[src/hdl/iobp_defs.vh]
`ifndef IOBP_DEFS_VH
`define IOBP_DEFS_VH
// Word width of the I/O exchange
`define IOBP_WORD_W 24
// Least spacing between two transfer-done strobes, in clocks
`define IOBP_DONE_GAP_CLKS 8
// Least spacing from a transfer-done strobe to a command strobe, in clocks
`define IOBP_DONE_CMD_CLKS 4
// Spacing counter width and its saturation value
`define IOBP_SPC_W 4
`define IOBP_SPC_MAX 4'hF
// Microinstruction kinds presented with an access
`define IOBP_OP_REGMOVE 2'h0
`define IOBP_OP_PADMOVE 2'h1
`define IOBP_OP_SHIFT 2'h2
`define IOBP_OP_NONE 2'h3
// Pseudoregister selects
`define IOBP_SEL_DATA 2'h0
`define IOBP_SEL_CMD 2'h1
`define IOBP_SEL_SWITCH 2'h2
`define IOBP_SEL_NULL 2'h3
`endif

[src/hdl/iobp_spreader.v]
`timescale 1ns/1ps
`default_nettype none
`include "iobp_defs.vh"
module iobp_spreader #(
  parameter DONE_GAP = `IOBP_DONE_GAP_CLKS,
  parameter CMD_GAP = `IOBP_DONE_CMD_CLKS
) (
  // Clock and reset
  input wire mclk,
  input wire rst,
  // Strobe issued this cycle
  input wire done_fire,
  // Permissions for the next strobe
  output wire done_ok,
  output wire cmd_ok
);
  // Clocks since the last transfer-done strobe, saturating
  reg [`IOBP_SPC_W-1:0] since_ff;
  reg [`IOBP_SPC_W-1:0] nxt_since;

  // Restart at one on a strobe, so count equals edges elapsed
  always @* begin
    nxt_since = since_ff;
    if (done_fire) begin
      nxt_since = 4'h1;
    end else if (since_ff != `IOBP_SPC_MAX) begin
      nxt_since = since_ff + 4'h1;
    end
  end

  // Reset to saturated so the first access is not held off
  always @(posedge mclk) begin
    if (rst) begin
      since_ff <= `IOBP_SPC_MAX;
    end else begin
      since_ff <= nxt_since;
    end
  end

  assign done_ok = (since_ff >= DONE_GAP[`IOBP_SPC_W-1:0]);
  assign cmd_ok = (since_ff >= CMD_GAP[`IOBP_SPC_W-1:0]);
endmodule
`default_nettype wire

[src/hdl/iobp_port.v]
`timescale 1ns/1ps
`default_nettype none
`include "iobp_defs.vh"
// Contract
// - Data read strobes done, captures bus word
// - Data write strobes done, drives source word
// - Shift micro may only write data
// - Done strobes at least 8 clocks apart
// - Console load on data strobes done
// - Command port is write-only, 24 bits
// - Command write strobes valid, drives word
// - All three micros may write command
// - Command strobe 4 clocks after done
// - Reading command port does nothing
// - Console load on command sends switches
// - Switch register read-only, returns switches; read while a micro data read strobe is high, it returns the bus word
module iobp_port #(
  parameter W = `IOBP_WORD_W
) (
  // Clock and reset
  input wire mclk,
  input wire rst,
  // Microinstruction access request
  input wire acc_req,
  input wire acc_wr,
  input wire [1:0] acc_op,
  input wire [1:0] acc_sel,
  input wire [W-1:0] acc_wdata,
  // Answer to the request
  output reg acc_busy_ff,
  output reg acc_done_ff,
  output reg [W-1:0] acc_rdata_ff,
  // Console
  input wire con_load,
  input wire [1:0] con_sel,
  input wire [W-1:0] console_switch_value,
  output reg [W-1:0] con_lamps_ff,
  // I/O bus
  input wire [W-1:0] io_bus_in,
  output reg [W-1:0] io_bus_out_ff,
  output reg io_bus_oe_ff,
  output reg transfer_done_strobe_ff,
  output reg command_valid_strobe_ff
);
  localparam ST_IDLE = 2'h0;
  localparam ST_WAIT = 2'h1;

  // Pending access held while the spacing logic stalls it
  reg [1:0] st_ff;
  reg pend_wr_ff;
  reg pend_con_ff;
  reg [1:0] pend_sel_ff;
  reg [W-1:0] pend_word_ff;
  // Spacing permissions
  wire done_ok;
  wire cmd_ok;
  // Strobe firing this cycle
  reg fire_done;
  reg fire_cmd;

  iobp_spreader u_spread (
    .mclk(mclk),
    .rst(rst),
    .done_fire(fire_done),
    .done_ok(done_ok),
    .cmd_ok(cmd_ok)
  );

  // Legality of a microinstruction access
  function legal;
    input wr;
    input [1:0] op;
    input [1:0] sel;
    begin
      legal = 1'b0;
      if (op != `IOBP_OP_NONE) begin
        if (sel == `IOBP_SEL_DATA) begin
          legal = wr | (op != `IOBP_OP_SHIFT);
        end else if (sel == `IOBP_SEL_CMD) begin
          legal = wr;
        end else if (sel == `IOBP_SEL_SWITCH) begin
          legal = ~wr;
        end
      end
    end
  endfunction

  // Whether the pending access may strobe this cycle
  always @* begin
    fire_done = 1'b0;
    fire_cmd = 1'b0;
    if (st_ff == ST_WAIT) begin
      if (pend_sel_ff == `IOBP_SEL_DATA) begin
        fire_done = done_ok;
      end else begin
        fire_cmd = cmd_ok;
      end
    end
  end

  // Accept, stall and complete accesses
  always @(posedge mclk) begin
    if (rst) begin
      st_ff <= ST_IDLE;
      pend_wr_ff <= 1'b0;
      pend_con_ff <= 1'b0;
      pend_sel_ff <= `IOBP_SEL_NULL;
      pend_word_ff <= {W{1'b0}};
      acc_busy_ff <= 1'b0;
      acc_done_ff <= 1'b0;
      acc_rdata_ff <= {W{1'b0}};
      con_lamps_ff <= {W{1'b0}};
      io_bus_out_ff <= {W{1'b0}};
      io_bus_oe_ff <= 1'b0;
      transfer_done_strobe_ff <= 1'b0;
      command_valid_strobe_ff <= 1'b0;
    end else begin
      // Strobes are one-clock pulses by default
      transfer_done_strobe_ff <= 1'b0;
      command_valid_strobe_ff <= 1'b0;
      io_bus_oe_ff <= 1'b0;
      acc_done_ff <= 1'b0;
      case (st_ff)
        ST_IDLE: begin
          // Console load takes priority; it is a manual action while halted
          if (con_load && con_sel == `IOBP_SEL_DATA) begin
            st_ff <= ST_WAIT;
            pend_wr_ff <= 1'b0;
            pend_con_ff <= 1'b1;
            pend_sel_ff <= `IOBP_SEL_DATA;
            acc_busy_ff <= 1'b1;
          end else if (con_load && con_sel == `IOBP_SEL_CMD) begin
            st_ff <= ST_WAIT;
            pend_wr_ff <= 1'b1;
            pend_con_ff <= 1'b1;
            pend_sel_ff <= `IOBP_SEL_CMD;
            pend_word_ff <= console_switch_value;
            acc_busy_ff <= 1'b1;
          end else if (con_load && con_sel == `IOBP_SEL_SWITCH) begin
            con_lamps_ff <= console_switch_value;
          end else if (acc_req) begin
            if (legal(acc_wr, acc_op, acc_sel) && acc_sel != `IOBP_SEL_SWITCH) begin
              st_ff <= ST_WAIT;
              pend_wr_ff <= acc_wr;
              pend_con_ff <= 1'b0;
              pend_sel_ff <= acc_sel;
              pend_word_ff <= acc_wdata;
              acc_busy_ff <= 1'b1;
            end else begin
              // Switch read answers at once; illegal or command read is a no-op
              acc_done_ff <= 1'b1;
              if (legal(acc_wr, acc_op, acc_sel)) begin
                acc_rdata_ff <= console_switch_value;
              end
            end
          end
        end
        ST_WAIT: begin
          if (fire_done) begin
            // Data word travels with the done strobe in the same cycle
            transfer_done_strobe_ff <= 1'b1;
            io_bus_oe_ff <= pend_wr_ff;
            io_bus_out_ff <= pend_word_ff;
            st_ff <= ST_IDLE;
            acc_busy_ff <= 1'b0;
            acc_done_ff <= ~pend_con_ff;
          end else if (fire_cmd) begin
            command_valid_strobe_ff <= 1'b1;
            io_bus_oe_ff <= 1'b1;
            io_bus_out_ff <= pend_word_ff;
            st_ff <= ST_IDLE;
            acc_busy_ff <= 1'b0;
            acc_done_ff <= ~pend_con_ff;
          end
        end
        default: begin
          st_ff <= ST_IDLE;
          acc_busy_ff <= 1'b0;
        end
      endcase
      // Capture the bus word one edge after a read strobe, while partner holds it
      if (transfer_done_strobe_ff && !io_bus_oe_ff) begin
        if (pend_con_ff) begin
          con_lamps_ff <= io_bus_in;
        end else begin
          acc_rdata_ff <= io_bus_in;
        end
      end
    end
  end
endmodule
`default_nettype wire

[config.mk]
export PLATFORM = sky130hd
export DESIGN_NAME = iobp_port
export DESIGN_NICKNAME = d
export VERILOG_FILES = /design/src/hdl/iobp_spreader.v /design/src/hdl/iobp_port.v
export VERILOG_INCLUDE_DIRS = /design/src /design/src/hdl
export SDC_FILE = /design/constraint.sdc
export NUM_CORES = 1
export LEC_CHECK = 0
export BUFFER_PORTS_ARGS = -buffer_cell sky130_fd_sc_hd__buf_2
export CAP_MARGIN = 30
export CORE_MARGIN = 2
export CORE_UTILIZATION = 54
export CTS_CLUSTER_DIAMETER = 50
export DETAILED_ROUTE_END_ITERATION = 6
export HOLD_SLACK_MARGIN = 0.12
export PLACE_DENSITY = 0.88
export SLEW_MARGIN = 25
export SYNTH_ARGS = -nofsm -noshare
export SYNTH_HDL_FRONTEND = slang
export SYNTH_SLANG_ARGS = --single-unit
[constraint.sdc]
create_clock -name mclk -period 4.6 [get_ports mclk]
set_input_delay 0.69 -clock mclk [delete_from_list [all_inputs] [get_ports mclk]]
set_output_delay 0.69 -clock mclk [all_outputs]
set_load 0.01 [all_outputs]
==> flow_summary.ini, run 1 <==
[placed_design]
place_inst = 756
gp_congestion = 0.8742
io_buffers = 159
hpwl_mm = 8.968

[routing]
viasPerCell = 5.832
post_drt_wl_per_cell_um = 16.42
routed_wl_mm = 12.70
first_pass_iters = 5
drc = 0
ant_nets = 0
vias = 4508
drtIter0Drc = 307

[sta]
relSlewSlack_pct = 41.78
hold_viol = 0
finalCriticalPeriod_ns = 2.741
fin_skew_ns = 0.01091
final-setup-viol-count = 0
rsz0062_at_grt = no
finalMaxSlewViolations = 0
setup_tns_ns = 0
tightest_slew_ns = 0.8734
hold_slack_ns = 0.4599
max_freq_mhz = 364.8
fin_crit_sh_pct = 59.59

[synth]
synth_nets = 618
synth_compound_area_share_pct = 18.07
yosysUniqueCellTypes = 41
ys_ff_latch = 109
ys.flop_type = dfxtp_1
async_reset_ff_share_pct = 0
syn-mean-instance-area_um2 = 8.873
yosys-mux-area-fraction_pct = 10.58
synth_fa_ha_area_share_pct = 0.5291
synth_xor_area_share_pct = 0.1852
syn_area_mm2 = 0.004730
synth_top_family_by_area = simple AND/OR/NAND/NOR gates
synth-simple-area-share_pct = 18.89
synth_edf_count = 0
yosys_warnings = 0
ys_seq_area_share_pct = 46.14
synthCells = 533

[finish]
area_growth_pct = 20.61
diodes = 0
drive_gt1_share_pct = 28.57
nets = 745
fin_cells = 773
postLayoutCoreUtil_pct = 66.38

[critical_path]
crit_path_end_kind = register
startpoint_type = input port
r2r-start = acc_busy_ff
critPathBufInv = 2
max_stage_delay_ns = 0.78
cp_slowest_cell = or2_1
cp_data_arrival_time_ns = 2.96
crit_family = simple AND/OR/NAND/NOR gates
r2r-end = pend_word_ff[6]
cp_cell_sequence = buf_2 > nor2b_2 > buf_4 > and3b_1 > or2_1 > a311oi_1
r2r_cells = 5
cp_max_fo = 29
reg2reg_slack_ns = 2.13
critical_path_required_ns = 4.81
critical_path_class = in -> reg

[clock_network]
ctsRootBufferMaster = clkbuf_8
clock_latency_ns = 0.37
tritoncts = yes
cts.sinks = 109
cts_resized = 0
path_clk_slew_ns = 0.11
cts_setup_buffers = 0
cts.path.max_buffers = 2
htree_levels = 3
cts_buffers = 9
cts_hold_buf = 0

[grt]
grt_pass1_vias = 4086
antenna_found_initial = 0
grt_pass1_wl_mm = 20.11
grt_max_degree = 110
overflow = 0
globalRouteTotalUtil_pct = 25.78

[floorplanning]
start_util_pct = 55.04
die_y_um = 97.59
rows = 34
die_area_mm2 = 0.009523
pin_count = 160
core-area_mm2 = 0.008593
die_w_um = 97.59

[hold_path]
whs_endpoint = io_bus_out_ff[20]
hold_path.class = reg -> reg
min_path_cells = 2
min_from = io_bus_out_ff[20]

[flow_run]
drv_cap = 0

[outcome]
status = complete, no violations

[power_and_ir_drop]
p_total_mw = 1.947
peakVddDrop_mv = 0.1572
pwr_density_cell_mw_per_mm2 = 341.3
leakage_nw = 2.400
## stage by stage
stage / instance area, µm² / worst slack [ns]
final: 5704 / 1.859
after global routing: 5704 / 1.695
after CTS: 5673 / 1.929
after detailed placement: 5465 / 1.519
after global placement: 5465 / 1.676
after floorplan: 4730 / 2.496
## kinds of logic after synthesis
group | Yosys count
DFF | 109
and+or+nand+nor | 203
buffers and inverters | 53
AOI/OAI and AO/OA | 115
muxes | 50
adders and majority gates | 2
xor gates and xnor gates | 1
## where the power goes
| group | switching [mW] | internal, mW | total, mW |
|---|---|---|---|
| Combinational | 0.171 | 0.133 | 0.304 |
| Sequential | 0.0424 | 0.997 | 1.04 |
| Clock | 0.344 | 0.260 | 0.604 |
## cell usage after synthesis, types with 3 or more instances
| cell | number | area share, % |
|---|---|---|
| nand2_1 | 75 | 6.0 |
| nor2_1 | 58 | 4.6 |
| a311oi_1 | 24 | 4.4 |
| a21oi_1 | 26 | 2.8 |
| nand3_1 | 27 | 2.9 |
| clkbuf_1 | 36 | 2.9 |
| a21o_1 | 3 | 0.48 |
| a211oi_1 | 48 | 7.6 |
| buf_2 | 3 | 0.32 |
| nor3_1 | 25 | 2.6 |
| buf_4 | 8 | 1.3 |
| dfxtp_1 | 109 | 46 |
| nand2b_1 | 3 | 0.40 |
| mux2i_1 | 50 | 11 |
| inv_1 | 3 | 0.24 |
## cell type report
type	instances	area, µm²
clock buffer	9	123.9
clock inverter	7	83.83
fill	677	2889
inverter	3	11.26
multi-input combinational	371	2293
sequential	109	2182
tap	108	135.1
timing repair buffer	166	874.6
## sequential cells by signal, indices dropped and copies added, names as in the netlist, 2 cells and up
name and count:
acc_rdata_ff 24, con_lamps_ff 24, io_bus_out_ff 24, pend_sel_ff 2, pend_word_ff 24, u_spread.since_ff 4
## per-layer routing
metal  vias up  track usage (%)  wire length, µm
li1       2156                -                -
met4         0            10.58              375
met2       200            41.49             6159
met3        36            4.964             1039
met1      2116            34.11             5121
met5         -                0                0
## worst min-delay path: stages, from the launching register on
cell and delay (ns):
dfxtp_1 0.32, nand2_1 0.05, a21oi_1 0.05
## cells in the final DEF (no fill, tap or decap), types with 6 or more instances in the layout
cell type  Yosys  layout
buf_2          3     158
nor2_1        58      58
dfxtp_1      109     109
a211oi_1      48      48
clkbuf_8       0       9
buf_4          8       6
mux2i_1       50      50
nand2_1       75      75
nor3_1        25      25
nand3_1       27      27
a311oi_1      24      24
a21oi_1       26      26
## how the worst max path moves through the flow
| stage | startpoint | endpoint | slack, ns | cells past startpoint |
|---|---|---|---|---|
| finish | con_load | pend_word_ff[6] | 1.86 | 6 |
| global route | con_load | pend_word_ff[22] | 1.70 | 6 |
| CTS | con_load | pend_word_ff[22] | 1.93 | 6 |
| detailed placement | con_sel[1] | pend_word_ff[9] | 1.52 | 6 |
| global placement | con_load | pend_word_ff[15] | 1.68 | 6 |
| floorplan | acc_sel[0] | pend_word_ff[14] | 2.50 | 6 |
No activity file was read; power rests on OpenSTA's default activity.
==> run 2, diff against run 1 <==
--- a/config.mk
+++ b/config.mk
@@ -9,11 +9,11 @@
 export BUFFER_PORTS_ARGS = -buffer_cell sky130_fd_sc_hd__buf_2
 export CAP_MARGIN = 30
 export CORE_MARGIN = 2
-export CORE_UTILIZATION = 54
+export CORE_UTILIZATION = 50
 export CTS_CLUSTER_DIAMETER = 50
 export DETAILED_ROUTE_END_ITERATION = 6
 export HOLD_SLACK_MARGIN = 0.12
-export PLACE_DENSITY = 0.88
+export PLACE_DENSITY = 0.82
 export SLEW_MARGIN = 25
 export SYNTH_ARGS = -nofsm -noshare
 export SYNTH_HDL_FRONTEND = slang
==> constraint.sdc (replaced) <==
create_clock -name mclk -period 2.6 [get_ports mclk]
set_input_delay 0.39 -clock mclk [delete_from_list [all_inputs] [get_ports mclk]]
set_output_delay 0.39 -clock mclk [all_outputs]
set_load 0.01 [all_outputs]
==> flow_summary.ini, run 2 (same netlist as run 1, synthesis figures left out) <==
[clock_network]
htree_levels = 3
cts_resized = 0
cts.path.max_buffers = 2
cts_hold_buf = 0
ctsRootBufferMaster = clkbuf_8
tritoncts = yes
cts_buffers = 9
cts_setup_buffers = 0
clock_latency_ns = 0.36
path_clk_slew_ns = 0.11
cts.sinks = 109

[sta]
setup_tns_ns = 0
relSlewSlack_pct = 41.44
finalMaxSlewViolations = 0
rsz0062_at_grt = no
finalCriticalPeriod_ns = 1.928
hold_viol = 0
max_freq_mhz = 518.6
final-setup-viol-count = 0
tightest_slew_ns = 0.8785
fin_crit_sh_pct = 74.16
hold_slack_ns = 0.2977
fin_skew_ns = 0.01410

[hold_path]
min_path_cells = 3
hold_path.class = in -> reg
min_from = acc_wdata[10]

[outcome]
status = complete, no violations

[placed_design]
gp_congestion = 0.8429
place_area_mm2 = 0.005527
io_buffers = 159
hpwl_mm = 9.175

[floorplanning]
rows = 35
pin_count = 160
die_w_um = 101.3
die_area_mm2 = 0.01025
die_y_um = 101.3
core-area_mm2 = 0.009196
start_util_pct = 51.43

[routing]
post_drt_wl_per_cell_um = 16.12
drc = 0
routed_wl_mm = 12.61
drtIter0Drc = 271
vias = 4423
first_pass_iters = 5
ant_nets = 0
viasPerCell = 5.656

[finish]
nets = 751
layout_commonest_cell = buf_2
fin_area_mm2 = 0.005761
final_cell_mix = 158 x buf_2, 109 x dfxtp_1, 75 x nand2_1
diodes = 0
multi_input_area_mm2 = 0.002293
n_fill_cell = 794
ff_latch_area_mm2 = 0.002182
drive_gt1_share_pct = 29.21
area_growth_pct = 21.80

[critical_path]
path_depth = 5
cp_data_arrival_time_ns = 2.17
critical_path_class = reg -> reg
crit_path_end_kind = register
cp_max_fo = 24
max_stage_delay_ns = 0.43
cp_slowest_cell = dfxtp_1
r2r-start = acc_busy_ff
r2r_cells = 5
cp_cell_sequence = nand2b_1 > a2111oi_4 > buf_4 > nor3_1 > a311oi_1
critical_path_required_ns = 2.85
startpoint = acc_busy_ff
startpoint_type = register
crit_family = compound AO/OA/AOI/OAI gates
critPathBufInv = 1

[flow_run]
drv_cap = 0

[grt]
grt_pass1_vias = 4172
globalRouteTotalUtil_pct = 24.54
grt_pass1_wl_mm = 20.11
grt_max_degree = 87
antenna_found_initial = 0
overflow = 0

[power_and_ir_drop]
peakVddDrop_mv = 0.3061
pwr_density_cell_mw_per_mm2 = 596.5
leakage_nw = 2.438
p_total_mw = 3.436
-- run 2: worst reg2reg max path, delay by kind of cell, from the launching register on --
family | cells | cell delay (ns)
AOI/OAI and AO/OA | 2 | 0.64
buffers and inverters | 1 | 0.34
and+or+nand+nor | 2 | 0.42
DFF | 1 | 0.43
-- run 2: power by group --
part | leakage [nW] | total [mW] | internal, mW | switching (mW)
registers | 0.886 | 1.84 | 1.76 | 0.0732
logic | 1.45 | 0.545 | 0.242 | 0.302
clock network | 0.103 | 1.05 | 0.480 | 0.575
total | 2.44 | 3.44 | 2.49 | 0.951
-- run 2: area by class of cell --
cell class	count	area share [%]
Timing Repair Buffer	172	16.12
Sequential cell	109	37.88
Inverter	3	0.1955
Multi-Input combinational cell	371	39.81
Clock buffer	10	2.389
Clock inverter	6	1.195
Tap cell	111	2.411
-- run 2: final timing paths --
path                  endpoint  slack, ns
max           pend_word_ff[11]       0.67
min           pend_word_ff[10]       0.30
max reg2reg   pend_word_ff[11]       0.67
min reg2reg  io_bus_out_ff[11]       0.45
-- run 2: metrics by stage --
| step | instances | setup slack (ns) | util, % |
|---|---|---|---|
| floorplan | 533 | 0.7963 | - |
| global placement | 765 | 0.6825 | 60.10 |
| detailed placement | 765 | 0.5715 | 60.10 |
| CTS | 781 | 0.6835 | 62.34 |
| global route | 782 | 0.5292 | 62.64 |
| finish | 782 | 0.6718 | 62.64 |
-- run 2: layer usage --
layer  track usage [%]  part of all wire [%]
met1             32.43                    44
met2             39.89                    47
met3             5.521                   6.5
met4             8.212                   1.7
met5                 0                     0
